$ cat config.mk
export PLATFORM = sky130hd
export DESIGN_NAME = lst_top
export DESIGN_NICKNAME = d
export VERILOG_FILES = /design/src/design/lst_pkg.sv /design/src/design/lst_top.sv
export SDC_FILE = /design/constraint.sdc
export NUM_CORES = 1
export LEC_CHECK = 0
export BUFFER_PORTS_ARGS = -buffer_cell sky130_fd_sc_hd__buf_2
export CAP_MARGIN = 40
export CORE_ASPECT_RATIO = 1.75
export CORE_MARGIN = 5
export CORE_UTILIZATION = 55
export CTS_CLUSTER_DIAMETER = 50
export DETAILED_ROUTE_END_ITERATION = 7
export PLACE_DENSITY = 0.84
export RECOVER_POWER = 25
export SETUP_SLACK_MARGIN = 0.3
export SLEW_MARGIN = 20
export SYNTH_ARGS = -nofsm -noshare
export SYNTH_HDL_FRONTEND = slang
export SYNTH_SLANG_ARGS = --single-unit
$ cat constraint.sdc
create_clock -name clk_i -period 5.3 [get_ports clk_i]
set_input_delay 0.265 -clock clk_i [delete_from_list [all_inputs] [get_ports clk_i]]
set_output_delay 0.265 -clock clk_i [all_outputs]
set_load 0.01 [all_outputs]
$ cat src/design/lst_pkg.sv
package lst_pkg;

	// Register offsets
	localparam logic [7:0] FUNC_EN_ADDR   = 8'h80;
	localparam logic [7:0] INTEG_ADDR     = 8'h81;
	localparam logic [7:0] WAIT_ADDR      = 8'h83;
	localparam logic [7:0] CFG0_ADDR      = 8'h8D;

	// Reset values, and the value read at unmapped offsets
	localparam logic [7:0] FUNC_EN_RST    = 8'h00;
	localparam logic [7:0] INTEG_RST      = 8'h00;
	localparam logic [7:0] WAIT_RST       = 8'h00;
	localparam logic [7:0] CFG0_RST       = 8'h80;
	localparam logic [7:0] RD_UNMAPPED    = 8'h00;

	// Field positions
	localparam int PWR_BIT                = 0;
	localparam int MEAS_BIT               = 1;
	localparam int WAIT_EN_BIT            = 3;
	localparam int LONG_WAIT_BIT          = 2;

	// Bus constants
	localparam logic [6:0] DEV_ADDR_DEF   = 7'h39;
	localparam logic [3:0] ACK_SLOT       = 4'h8;
	localparam logic [3:0] LAST_BIT       = 4'h7;
	localparam logic [7:0] PTR_STEP       = 8'h01;

	// Timing: clock, oscillator, division chain
	localparam int CLK_HZ                 = 250_000_000;
	localparam int OSC_HZ                 = 8_000_000;
	localparam int OSC_DIV                = CLK_HZ / OSC_HZ;
	localparam int INT_CLK_DIV            = 11;
	localparam int STEP_INT_CLKS          = 2048;
	localparam int LONG_WAIT_FACTOR       = 12;

	// Count bounds
	localparam logic [7:0]  STEP_ZERO     = 8'h00;
	localparam logic [16:0] COUNT_PER_STEP = 17'h00400;
	localparam logic [16:0] COUNT_SAT     = 17'h0FFFF;

	typedef enum logic [1:0] {
		SEQ_SLEEP,
		SEQ_IDLE,
		SEQ_MEASURE,
		SEQ_WAIT
	} lst_seq_t;

	typedef enum logic [2:0] {
		BUS_IDLE,
		BUS_DEV,
		BUS_REG,
		BUS_WDATA,
		BUS_RDATA
	} lst_bus_t;

	typedef struct packed {
		logic       osc_active;
		logic       conv_active;
		logic       integrating;
		logic       waiting;
		logic       cycle_done;
		lst_seq_t   state;
	} lst_status_t;

endpackage

$ cat src/design/lst_top.sv
`timescale 1ns/10ps
module lst_top #(
	parameter int OSC_DIV_P   = lst_pkg::OSC_DIV,       // System clocks per osc tick
	parameter int STEP_CLKS_P = lst_pkg::STEP_INT_CLKS, // Integration clocks per step
	parameter logic [6:0] DEV_ADDR_P = lst_pkg::DEV_ADDR_DEF // Bus address
) (
	input  wire logic                clk_i,      // 250 MHz clock
	input  wire logic                rst_i,      // Async reset, high
	input  wire logic                scl_i,      // Serial clock pin
	input  wire logic                sda_i,      // Serial data pin level
	output logic                     sda_o,      // Serial data drive value
	output logic                     sda_oe_o,   // Serial data drive enable
	output lst_pkg::lst_status_t     status_o,   // Sequencer status
	output logic [15:0]              max_count_o // Full-scale channel count
);

	// Wide enough for 256 steps times 1024 without wrapping
	function automatic logic [15:0] full_scale(input logic [7:0] steps);
		logic [18:0] v;
		v = ({11'h000, steps} + 19'h00001) * {2'h0, lst_pkg::COUNT_PER_STEP} - 19'h00001;
		if (v > {2'h0, lst_pkg::COUNT_SAT})
			v = {2'h0, lst_pkg::COUNT_SAT};
		return v[15:0];
	endfunction

	// Pin synchronisers
	logic [1:0] scl_sync_q, sda_sync_q;
	logic       scl_prev_q, sda_prev_q;
	always_ff @(posedge clk_i or posedge rst_i)
	begin
		if (rst_i)
		begin
			scl_sync_q <= 2'h3;
			sda_sync_q <= 2'h3;
			scl_prev_q <= 1'b1;
			sda_prev_q <= 1'b1;
		end
		else
		begin
			scl_sync_q <= {scl_sync_q[0], scl_i};
			sda_sync_q <= {sda_sync_q[0], sda_i};
			scl_prev_q <= scl_sync_q[1];
			sda_prev_q <= sda_sync_q[1];
		end
	end

	logic scl_s, sda_s, scl_rise, scl_fall, bus_start, bus_stop;
	assign scl_s     = scl_sync_q[1];
	assign sda_s     = sda_sync_q[1];
	assign scl_rise  = scl_s & ~scl_prev_q;
	assign scl_fall  = ~scl_s & scl_prev_q;
	assign bus_start = scl_s & scl_prev_q & sda_prev_q & ~sda_s;
	assign bus_stop  = scl_s & scl_prev_q & ~sda_prev_q & sda_s;

	// Registers
	logic [7:0] func_en_q, integ_q, wait_q, cfg0_q;
	logic [7:0] ptr_q, shift_q, tx_q, rd_data;
	logic [3:0] bit_cnt_q;
	logic       ack_drive_q, read_nack_q, wr_stb;
	lst_pkg::lst_bus_t bus_q;

	always_comb
	begin
		unique case (ptr_q)
			lst_pkg::FUNC_EN_ADDR: rd_data = func_en_q;
			lst_pkg::INTEG_ADDR:   rd_data = integ_q;
			lst_pkg::WAIT_ADDR:    rd_data = wait_q;
			lst_pkg::CFG0_ADDR:    rd_data = cfg0_q;
			default:               rd_data = lst_pkg::RD_UNMAPPED;
		endcase
	end

	assign wr_stb = scl_fall & (bus_q == lst_pkg::BUS_WDATA) & (bit_cnt_q == lst_pkg::LAST_BIT);

	always_ff @(posedge clk_i or posedge rst_i)
	begin
		if (rst_i)
		begin
			func_en_q <= lst_pkg::FUNC_EN_RST;
			integ_q   <= lst_pkg::INTEG_RST;
			wait_q    <= lst_pkg::WAIT_RST;
			cfg0_q    <= lst_pkg::CFG0_RST;
		end
		else if (wr_stb)
		begin
			unique case (ptr_q)
				lst_pkg::FUNC_EN_ADDR: func_en_q <= shift_q;
				lst_pkg::INTEG_ADDR:   integ_q   <= shift_q;
				lst_pkg::WAIT_ADDR:    wait_q    <= shift_q;
				lst_pkg::CFG0_ADDR:    cfg0_q    <= shift_q;
				default:               ;
			endcase
		end
	end

	// Serial byte engine with auto-incrementing pointer
	always_ff @(posedge clk_i or posedge rst_i)
	begin
		if (rst_i)
		begin
			bus_q       <= lst_pkg::BUS_IDLE;
			bit_cnt_q   <= 4'h0;
			shift_q     <= 8'h00;
			tx_q        <= 8'h00;
			ptr_q       <= 8'h00;
			ack_drive_q <= 1'b0;
			read_nack_q <= 1'b0;
		end
		else if (bus_start)
		begin
			bus_q       <= lst_pkg::BUS_DEV;
			bit_cnt_q   <= '1; // Wraps to zero on the fall after start
			ack_drive_q <= 1'b0;
		end
		else if (bus_stop)
		begin
			bus_q       <= lst_pkg::BUS_IDLE;
			ack_drive_q <= 1'b0;
		end
		else if (scl_rise && bus_q != lst_pkg::BUS_IDLE)
		begin
			if (bit_cnt_q != lst_pkg::ACK_SLOT)
				shift_q <= {shift_q[6:0], sda_s};
			else
				read_nack_q <= sda_s;
		end
		else if (scl_fall && bus_q != lst_pkg::BUS_IDLE)
		begin
			if (bit_cnt_q == lst_pkg::LAST_BIT)
			begin
				bit_cnt_q <= lst_pkg::ACK_SLOT;
				unique case (bus_q)
					lst_pkg::BUS_DEV:
					begin
						if (shift_q[7:1] == DEV_ADDR_P)
							ack_drive_q <= 1'b1;
						else
							bus_q <= lst_pkg::BUS_IDLE;
					end
					lst_pkg::BUS_REG:
					begin
						ptr_q       <= shift_q;
						ack_drive_q <= 1'b1;
					end
					lst_pkg::BUS_WDATA:
					begin
						ptr_q       <= ptr_q + lst_pkg::PTR_STEP;
						ack_drive_q <= 1'b1;
					end
					default: ;
				endcase
			end
			else if (bit_cnt_q == lst_pkg::ACK_SLOT)
			begin
				bit_cnt_q   <= 4'h0;
				ack_drive_q <= 1'b0;
				unique case (bus_q)
					lst_pkg::BUS_DEV:
					begin
						if (shift_q[0])
						begin
							bus_q <= lst_pkg::BUS_RDATA;
							tx_q  <= rd_data;
							ptr_q <= ptr_q + lst_pkg::PTR_STEP;
						end
						else
							bus_q <= lst_pkg::BUS_REG;
					end
					lst_pkg::BUS_REG: bus_q <= lst_pkg::BUS_WDATA;
					lst_pkg::BUS_RDATA:
					begin
						if (read_nack_q)
							bus_q <= lst_pkg::BUS_IDLE;
						else
						begin
							tx_q  <= rd_data;
							ptr_q <= ptr_q + lst_pkg::PTR_STEP;
						end
					end
					default: ;
				endcase
			end
			else
			begin
				bit_cnt_q <= bit_cnt_q + 4'h1;
				tx_q      <= {tx_q[6:0], 1'b0};
			end
		end
	end

	assign sda_o    = 1'b0;
	assign sda_oe_o = ack_drive_q | ((bus_q == lst_pkg::BUS_RDATA)
		&& (bit_cnt_q != lst_pkg::ACK_SLOT) && !tx_q[7]);

	// Timing chain: oscillator tick, integration clock, step
	logic        pwr, meas, wait_en, long_wait, restart;
	logic [5:0]  osc_cnt_q;
	logic [3:0]  int_div_q;
	logic [11:0] step_cnt_q;
	logic        osc_tick, int_tick, step_tick;
	assign pwr       = func_en_q[lst_pkg::PWR_BIT];
	assign meas      = func_en_q[lst_pkg::MEAS_BIT];
	assign wait_en   = func_en_q[lst_pkg::WAIT_EN_BIT];
	assign long_wait = cfg0_q[lst_pkg::LONG_WAIT_BIT];
	assign osc_tick  = pwr && (osc_cnt_q == 6'(OSC_DIV_P - 1));
	assign int_tick  = osc_tick && (int_div_q == 4'(lst_pkg::INT_CLK_DIV - 1));
	assign step_tick = int_tick && (step_cnt_q == 12'(STEP_CLKS_P - 1));

	always_ff @(posedge clk_i or posedge rst_i)
	begin
		if (rst_i)
		begin
			osc_cnt_q  <= 6'h00;
			int_div_q  <= 4'h0;
			step_cnt_q <= 12'h000;
		end
		else if (!pwr || restart)
		begin
			osc_cnt_q  <= 6'h00;
			int_div_q  <= 4'h0;
			step_cnt_q <= 12'h000;
		end
		else
		begin
			osc_cnt_q <= osc_tick ? 6'h00 : osc_cnt_q + 6'h01;
			if (osc_tick)
				int_div_q <= int_tick ? 4'h0 : int_div_q + 4'h1;
			if (int_tick)
				step_cnt_q <= step_tick ? 12'h000 : step_cnt_q + 12'h001;
		end
	end

	// Sequencer with one down counter shared by integration and wait
	lst_pkg::lst_seq_t seq_q;
	logic [7:0] down_q;
	logic [3:0] long_cnt_q;
	logic       done_q, wait_step;
	assign restart   = (seq_q == lst_pkg::SEQ_IDLE) && meas;
	assign wait_step = step_tick
		&& (!long_wait || long_cnt_q == 4'(lst_pkg::LONG_WAIT_FACTOR - 1));

	always_ff @(posedge clk_i or posedge rst_i)
	begin
		if (rst_i)
			long_cnt_q <= 4'h0;
		else if (seq_q != lst_pkg::SEQ_WAIT || wait_step)
			long_cnt_q <= 4'h0;
		else if (step_tick)
			long_cnt_q <= long_cnt_q + 4'h1;
	end

	always_ff @(posedge clk_i or posedge rst_i)
	begin
		if (rst_i)
		begin
			seq_q  <= lst_pkg::SEQ_SLEEP;
			down_q <= lst_pkg::STEP_ZERO;
			done_q <= 1'b0;
		end
		else
		begin
			done_q <= 1'b0;
			if (!pwr)
				seq_q <= lst_pkg::SEQ_SLEEP;
			else
			begin
				unique case (seq_q)
					lst_pkg::SEQ_SLEEP: seq_q <= lst_pkg::SEQ_IDLE;
					lst_pkg::SEQ_IDLE:
					begin
						if (meas)
						begin
							seq_q  <= lst_pkg::SEQ_MEASURE;
							down_q <= integ_q;
						end
					end
					lst_pkg::SEQ_MEASURE:
					begin
						if (!meas)
							seq_q <= lst_pkg::SEQ_IDLE;
						else if (step_tick)
						begin
							if (down_q != lst_pkg::STEP_ZERO)
								down_q <= down_q - 8'h01;
							else
							begin
								done_q <= 1'b1;
								if (wait_en)
								begin
									seq_q  <= lst_pkg::SEQ_WAIT;
									down_q <= wait_q;
								end
								else
									down_q <= integ_q;
							end
						end
					end
					lst_pkg::SEQ_WAIT:
					begin
						if (!meas)
							seq_q <= lst_pkg::SEQ_IDLE;
						else if (wait_step)
						begin
							if (down_q != lst_pkg::STEP_ZERO)
								down_q <= down_q - 8'h01;
							else
							begin
								seq_q  <= lst_pkg::SEQ_MEASURE;
								down_q <= integ_q;
							end
						end
					end
				endcase
			end
		end
	end

	always_ff @(posedge clk_i or posedge rst_i)
	begin
		if (rst_i)
			max_count_o <= 16'h0000;
		else
			max_count_o <= full_scale(integ_q);
	end

	assign status_o.osc_active  = pwr;
	assign status_o.conv_active = pwr;
	assign status_o.integrating = (seq_q == lst_pkg::SEQ_MEASURE);
	assign status_o.waiting     = (seq_q == lst_pkg::SEQ_WAIT);
	assign status_o.cycle_done  = done_q;
	assign status_o.state       = seq_q;

endmodule

======== After elaboration in Yosys (flattened, before gate mapping) ========
Index checks and enable logic that the tools add are counted.
cells by class
  equal/unequal tests ..................... 45
  add/subtract/negate cells ............... 9
  bitwise operators ....................... 19
  reductions and logical operators ........ 42
  order comparisons ....................... 1
  mux-type cells .......................... 71
operators with widths
  cell                                                                               count
  8-bit two-way mux                                                                  15
  8-bit case mux with 2 select lines                                                 3
  4-bit two-way mux                                                                  11
  12-bit two-way mux                                                                 3
  8-bit equality test, second input constant                                         4
  8-bit case mux with 4 select lines                                                 1
  3-bit two-way mux                                                                  10
  8-bit case mux with 3 select lines                                                 1
  19-bit by 16-bit greater-than comparator with 1-bit output, second input constant  1
  19-bit by 1-bit subtractor with 19-bit output, second input constant               1
  2-bit two-way mux                                                                  9
  3-bit inequality test, second input constant                                       6
  16-bit two-way mux                                                                 1
  4-bit by 3-bit inequality test with 1-bit output, second input constant            4
  4-bit inequality test, second input constant                                       4
  7-bit AND reduction                                                                2
  12-bit by 1-bit adder with 12-bit output, second input constant                    1
  4-bit by 1-bit adder with 4-bit output, second input constant                      3
  12-bit by 11-bit equality test with 1-bit output, second input constant            1
  4-bit equality test, second input constant                                         3
  1-bit two-way mux                                                                  12
  6-bit two-way mux                                                                  2
  3-bit nonzero test                                                                 4
  5-bit inequality test, second input constant                                       2
  39 further kinds                                                                   83
word-level totals
  bits in registers ....................... 124
  input bits .............................. 4

======== Longest topological paths before layout ========
Gate-level depths: netlist of the first run.
  word-level depth ........................ 9
  depth in mapped cells ................... 8

======== Worst setup path before layout of the first run ========
Ideal clock, no wire load.
  path type ............................... register -> register
  start ................................... register step_cnt_q[0]
  end ..................................... register down_q[6]
  required time ........................... 5.175 ns
  setup time .............................. 0.125 ns
  buffers on the path ..................... 1
  arrival time ............................ 2.092 ns
  cell stages (with the launch flop) ...... 8
  period minus slack after synthesis ...... 2.217 ns
  path slack .............................. 3.083 ns
  cells stage by stage .................... dfrtp_1 ha_1 nand4_1 or3b_4 o41ai_4 and2_1 buf_4 mux2_2
between the ends
  longest elaborated chain between the ends .. 5
RTL lines
  what                                                        RTL line        RTL
  start, declared                                             lst_top.sv:199  logic [11:0] step_cnt_q;
  start signal, assigned                                      lst_top.sv:229  step_cnt_q <= step_tick ? 12'h000 : step_cnt_q + 12'h001;
  12-bit by 11-bit equality test with 1-bit output (*)        lst_top.sv:207  assign step_tick = int_tick && (step_cnt_q == 12'(STEP_CLKS_P - 1));
  1-bit logical AND (*)                                       lst_top.sv:207
  1-bit logical AND                                           lst_top.sv:240  && (!long_wait || long_cnt_q == 4'(lst_pkg::LONG_WAIT_FACTOR - 1));
  2-bit by 1-bit inequality test with 1-bit output (no line)  --
  7-bit AND reduction (no line) (*)                           --
  end signal, assigned                                        lst_top.sv:257  down_q <= lst_pkg::STEP_ZERO;
  end signal, assigned                                        lst_top.sv:274  down_q <= integ_q;
  end signal, assigned                                        lst_top.sv:284  down_q <= down_q - 8'h01;
  end, declared                                               lst_top.sv:235  logic [7:0] down_q;
Every way passes the cells marked *; elsewhere a longest branch is shown, timed or not.
A chain may end at the register's enable or synchronous reset.

======== Final worst setup path of the first run ========
  start ................................... register int_div_q[0]
  end ..................................... register down_q[6]
between the ends
  longest elaborated chain between the ends .. 6
RTL lines
  what                                                        RTL line        RTL
  start, declared                                             lst_top.sv:198  logic [3:0] int_div_q;
  start signal, assigned                                      lst_top.sv:227  int_div_q <= int_tick ? 4'h0 : int_div_q + 4'h1;
  4-bit equality test (*)                                     lst_top.sv:206  assign int_tick = osc_tick && (int_div_q == 4'(lst_pkg::INT_CLK_DIV - 1));
  1-bit logical AND (*)                                       lst_top.sv:206
  1-bit logical AND (*)                                       lst_top.sv:207
  1-bit logical AND                                           lst_top.sv:240
  2-bit by 1-bit inequality test with 1-bit output (no line)  --
  7-bit AND reduction (no line) (*)                           --
Marked as above.

==> flow_summary_export.csv, run 1 <==
group,metric,value,unit
run_status,status,"finished, final reports clean",
drt,wl_per_cell,19.3,um
finish,drive_above_1_share,16.3,%
pwr,comb_power_share,12.5,%
synth,syn_area,0.00640,sq mm
worst_setup_path,cp.arrival,3.19,ns
worst_hold_path,hold_start,"scl_sync_q[0]$_DFF_PP1_",
floorplan,die_w,91.5,um
pwr,switching_share,28.4,%
place,post-place-ws,2.46,ns
clocking,cts_setup_buffers,0,
drt,drt-initial-drc-count,312,
synth,synth.distinct_cells,73,
pwr,peakVddDrop,0.239,mV
timing,fin_skew,0.0107,ns
floorplan,die_h,153,um
synth,netlist_instances,643,
worst_setup_path,r2r-start,"int_div_q[0]$_DFFE_PP0P_",
floorplan,num_io_pins,29,
global_route,first_global_vias,5401,
clocking,h-tree-depth,4,
timing,fin_crit_sh,54.6,%
synth,synth-seq-cells,115,
global_route,grt_pass1_wl,25800,um
drt,drt_wl_total,15500,um
clocking,cts_buffers,17,
finish,insertedDiodeCount,0,
synth,synthArstFlopShare,100,%
drt,via_per_inst,6.44,
place,hpwlAfterDp,10500,um
finish,nets,673,
global_route,grt_use_total,22.9,%
synth,ys_seq_area_share,45.1,%
clocking,ctsResizeCount,0,
global_route,antenna_found_initial,0,
worst_setup_path,worstSetupStartpoint,"int_div_q[0]$_DFFE_PP0P_",
synth,synthFlopType,"dfrtp_1",
drt,antenna_left,0,
pwr,p_seq_share,41.5,%
timing,finalSetupTns,0,ns
clocking,ctsHoldBuffers,3,
worst_setup_path,required,5.59,ns
global_route,grt_overflow_total,0,
pwr,power_switching,743,uW
place,gp_congestion,0.956,
synth,syn_nets,662,
timing,setup_slack,2.40,ns
pwr,pwr_density_cell,365,mW/mm^2
synth,ys_warn_count,0,
clocking,cts_root_buffer,"clkbuf_16",
timing,post-route-min-period,2.90,ns
timing,rsz0062_at_grt,"no",
worst_hold_path,worst_hold_path_type,"reg2reg",
worst_setup_path,path_class,"reg2reg",
clocking,cts_max_path_buffers,2,
worst_setup_path,cp-end-kind,"register",
finish,area_growth,12.3,%
clocking,cts.sinks,115,
floorplan,coreArea,0.0115,sq mm
clocking,cts_tree,"yes",
synth,postSynthAreaPerCell,9.95,sq um
drt,route.vias.total,5164,
floorplan,num_rows,52,
drt,drtPass1Iterations,5,
global_route,grt_start_max_net_pins,59,
place,port_buffers,27,
pwr,power_frac_clock,46.0,%
floorplan,dieArea,0.0140,sq mm
job,maxCapViolations,0,
clocking,clk_pin_slew_worst_paths,0.05,ns
timing,final-hold-violation-count,0,
timing,maxSlewViolCount,0,
timing,setup_viol,0,
worst_setup_path,cp-start-kind,"register",
timing,tightest_slew,0.808,ns
clocking,clk_latency,0.42,ns
timing,relSlewSlack,45.9,%
drt,drc,0,
pwr,internal-power,1.88,mW
synth,synth_edf_count,0,
floorplan,start_util,55.6,%
pwr,leakagePower,3.18,nW
worst_setup_path,path_max_fanout,15,
timing,max_freq,345,MHz
synthesized netlist by cell type, types with 4 or more instances:
cell type	instances	area, sq um
a21oi_1	34	170
nor3_1	8	40.0
o22ai_1	11	68.8
a22oi_1	25	188
nand4_1	5	31.3
xor2_1	9	78.8
nor2b_1	4	25.0
ha_1	15	188
nand3b_1	4	30.0
clkbuf_1	21	78.8
mux2_1	15	169
buf_4	14	105
o21a_1	6	45.0
inv_1	24	90.1
dfrtp_1	108	2700
dfstp_2	7	184
nand2_1	62	233
nand3_1	20	100
o211ai_1	10	75.1
nand2b_1	5	31.3
nor2_1	51	191
and2_1	6	37.5
a31oi_1	5	31.3
and3b_1	5	43.8
xnor2_1	20	175
o21ai_0	22	110
a211oi_1	6	45.0
mux2_2	31	349
mux2i_1	4	40.0
and3_1	9	56.3
o22a_1	5	43.8
final timing paths:
path,end,slack (ns),cells after the start
worst max-delay path,down_q[6]$_DFFE_PP0P_,2.40,7
worst min-delay path,scl_sync_q[1]$_DFF_PP1_,0.36,0
worst max register to register,down_q[6]$_DFFE_PP0P_,2.40,7
worst min register to register,scl_sync_q[1]$_DFF_PP1_,0.36,0
max in group asynchronous,wait_q[3]$_DFFE_PP0P_,3.53,5
min in group asynchronous,int_div_q[2]$_DFFE_PP0P_,0.46,3
per-layer routing:
metal | global-route usage [%] | vias to the layer above | routed length [um]
li1 | - | 2354 | -
met5 | 0 | - | 0
met4 | 15.8 | 0 | 844
met2 | 40.9 | 215 | 8380
met3 | 5.04 | 73 | 824
met1 | 23.2 | 2522 | 5430
layout by cell type, fill, tap and decap left out, types with 5 or more instances in the layout:
cell type / instances
dfrtp_1: 108
nand2_1: 62
nor2_1: 51
a21oi_1: 34
mux2_2: 31
buf_2: 26
a22oi_1: 25
inv_1: 23
o21ai_0: 22
nand3_1: 20
xnor2_1: 20
clkbuf_16: 17
mux2_1: 15
ha_1: 15
o22ai_1: 11
o211ai_1: 10
xor2_1: 9
and3_1: 9
nor3_1: 8
and2_1: 6
o21a_1: 6
a211oi_1: 6
and3b_1: 5
nand4_1: 5
nand2b_1: 5
a31oi_1: 5
o22a_1: 5
dfstp_2: 5
logic make-up (layout without fill, tap and decap cells):
kind of cell | Yosys count | in the layout | synth area share [%]
mux | 50 | 50 | 8.72
fa+ha+maj | 15 | 15 | 2.93
other cells | 2 | 2 | 0.117
flops | 115 | 115 | 45.1
compound gates | 162 | 162 | 17.6
xor+xnor | 29 | 29 | 3.97
simple gates | 205 | 205 | 16.7
buf+inv | 65 | 89 | 4.81
power groups by stage:
stage | combinational [mW] | sequential, mW | clock (mW)
finish | 0.328 | 1.09 | 1.21
floorplan | 0.266 | 1.03 | 0
CTS | 0.325 | 1.08 | 1.22
global placement | 0.294 | 1.08 | 0
detailed placement | 0.319 | 1.09 | 0
global route | 0.365 | 1.10 | 1.26
state kept, by name (all words and copies together), names as in the netlist, 3 cells and up:
name	cells
step_cnt_q	12
cfg0_q	8
down_q	8
func_en_q	8
integ_q	8
ptr_q	8
shift_q	8
tx_q	8
wait_q	8
max_count_o	7
osc_cnt_q	6
bit_cnt_q	4
int_div_q	4
long_cnt_q	4
bus_q	3
critical path, stage by stage, from the launching register on:
cell,delay [ns]
dfrtp_1,0.41
inv_1,0.09
ha_1,0.15
and3b_1,0.24
nand3_1,0.48
o41ai_4,0.66
and2_1,0.38
mux2_2,0.38
through the flow:
stage	instances	total power [mW]	hold WS, ns	util, %	cell area, sq um
global placement	765	1.38	0.347	56.4	6490
detailed placement	767	1.41	0.205	56.7	6530
CTS	802	2.62	0.309	62.4	7190
global route	802	2.72	0.368	62.4	7180
floorplan	643	1.30	0.269	-	6400
finish	802	2.62	0.360	62.4	7180
layout make-up:
cell class | count | area [sq um]
clock buffer | 19 | 443
clock inverter | 13 | 183
fill | 873 | 4330
inverter | 24 | 91.3
multi-input combinational | 463 | 3200
sequential | 115 | 2890
tap | 135 | 169
timing repair buffer | 33 | 206
Power figures use the tool's default switching activity.
==> run 2, diff against run 1 <==
- clock period: 5.3 -> 2.75 ns (I/O delays scaled with it)
==> flow_summary_export.csv, run 2 (synthesized netlist as in run 1, its figures left out) <==
group,metric,value,unit
clocking,cts_max_path_buffers,2,
pwr,p_total,4.92,mW
finish,drive_above_1_share,18.2,%
clocking,cts_tree,"yes",
global_route,grt_overflow_total,0,
floorplan,die_w,91.5,um
floorplan,start_util,55.6,%
finish,largest_reg_flops,12,
drt,drtPass1Iterations,7,
worst_setup_path,path_max_fanout,14,
timing,finalSetupTns,0,ns
drt,drc,0,
place,port_buffers,27,
pwr,leakagePower,3.21,nW
worst_setup_path,cp_slowest_cell,"or4_4",
global_route,grt_use_total,22.2,%
finish,mostFrequentLayoutCell,"dfrtp_1",
drt,route.vias.total,5150,
timing,rsz0062_at_grt,"no",
clocking,clk_latency,0.41,ns
run_status,failed_checks,"capacitance limit, slew limit",
floorplan,num_io_pins,29,
clocking,clk_pin_slew_worst_paths,0.05,ns
drt,via_per_inst,6.35,
finish,area_growth,12.9,%
finish,final_core_util,62.7,%
pwr,pwr_density_cell,682,mW/mm^2
worst_setup_path,cp-end-kind,"register",
place,gp_congestion,0.949,
drt,top_layer,"met4",
global_route,antenna_found_initial,0,
finish,insertedDiodeCount,0,
worst_setup_path,cp-start-kind,"register",
finish,mostFrequentLayoutCells,"dfrtp_1 (108), nand2_1 (61), nor2_1 (51)",
clocking,cts_root_buffer,"clkbuf_16",
clocking,h-tree-depth,4,
worst_setup_path,required,3.07,ns
floorplan,dieArea,0.0140,sq mm
floorplan,num_rows,52,
job,maxCapViolations,1,
finish,nets,683,
timing,relSlewSlack,-3.22,%
drt,met1_length,5520,um
place,place_inst,777,
timing,maxSlewViolCount,116,
timing,final-hold-violation-count,0,
floorplan,die_h,153,um
clocking,cts.sinks,115,
worst_setup_path,path_class,"reg2reg",
worst_setup_path,path_cells,"ha_1 > nand4_1 > or3b_4 > or3_4 > or4_4 > a211oi_2",
timing,tightest_slew,1.55,ns
drt,wl_per_cell,18.3,um
drt,drt_wl_total,14800,um
timing,post-route-min-period,2.33,ns
worst_hold_path,worst_hold_path_type,"reg2reg",
drt,wl_met3,607,um
drt,drt-initial-drc-count,461,
timing,max_freq,428,MHz
pwr,peakVddDrop,0.429,mV
global_route,grt_start_max_net_pins,116,
run_status,status,"finished with violations",
place,dpl_cell_area,0.00660,sq mm
clocking,cts_setup_buffers,0,
drt,antenna_left,0,
timing,fin_skew,0.00594,ns
worst_setup_path,slowest_delay,0.44,ns
global_route,first_global_vias,5282,
timing,setup_viol,0,
clocking,cts_buffers,17,
timing,fin_crit_sh,84.9,%
place,hpwlAfterDp,10100,um
floorplan,coreArea,0.0115,sq mm
finish,stdcell_count,811,
worst_setup_path,cp.arrival,2.66,ns
drt,wl_met2,8020,um
global_route,grt_pass1_wl,25200,um
finish,largest-register,"step_cnt_q",
finish,stdcell_area,0.00722,sq mm
## run 2: changes by cell type in the layout (fill, tap and decap cells not counted), sizes merged
cell	previous run	this run
bufinv	4	2
clkinvlp	5	4
buf	29	38
clkbuf	20	24
inv	24	23
## run 2: metrics by stage
step	worst slack [ns]	hold slack, ns
after CTS	0.379	0.355
after detailed placement	0.387	0.244
final	0.416	0.359
after global placement	0.430	0.242
after floorplan	0.533	0.142
after global routing	0.316	0.363
## run 2: final cells by class
type                            instances  area (sq um)
Inverter                               24          93.8
Fill cell                             852          4290
Multi-Input combinational cell        463          3220
Clock buffer                           22           494
Sequential cell                       115          2890
Clock inverter                          9           103
Timing Repair Buffer                   43           262
Tap cell                              135           169
## run 2: path summary, 6_finish.rpt
| check | start | end | slack (ns) | cells after the start |
|---|---|---|---|---|
| worst max-delay path | step_cnt_q[0]$_DFFE_PP0P_ | long_cnt_q[2]$_DFFE_PP0P_ | 0.42 | 6 |
| worst min-delay path | sda_sync_q[0]$_DFF_PP1_ | sda_sync_q[1]$_DFF_PP1_ | 0.36 | 0 |
| worst max register to register | step_cnt_q[0]$_DFFE_PP0P_ | long_cnt_q[2]$_DFFE_PP0P_ | 0.42 | 6 |
| worst min register to register | sda_sync_q[0]$_DFF_PP1_ | sda_sync_q[1]$_DFF_PP1_ | 0.36 | 0 |
| max in group asynchronous | rst_i | max_count_o[12]$_DFF_PP0_ | 0.94 | 4 |
| min in group asynchronous | rst_i | tx_q[5]$_DFFE_PP0P_ | 0.86 | 4 |
## run 2: metal layers
metal / up-vias / track usage, %
li1: 2371 / -
met1: 2527 / 24.5
met2: 203 / 39.1
met3: 49 / 4.79
met4: 0 / 11.9
met5: - / 0
## run 2: worst max-delay path, delay by kind of cell (launching register included)
family	cells	cell delay (ns)
AND/OR/NAND/NOR	4	1.43
flip-flops	1	0.40
AO/OA/AOI/OAI	1	0.19
adder cells (fa/ha/maj)	1	0.23
## run 2: power by group
group          leakage (nW)  internal, mW  switching, mW  total (mW)
clock                 0.290          1.44          0.735        2.17
sequential             1.55          1.83          0.215        2.04
combinational          1.38         0.289          0.417       0.706
## run 2: what timing repair did
item	in CTS	in global routing
resized for setup	1	3
hold buffers	3	0
setup endpoints to repair	1	10
hold endpoints to repair	110	0
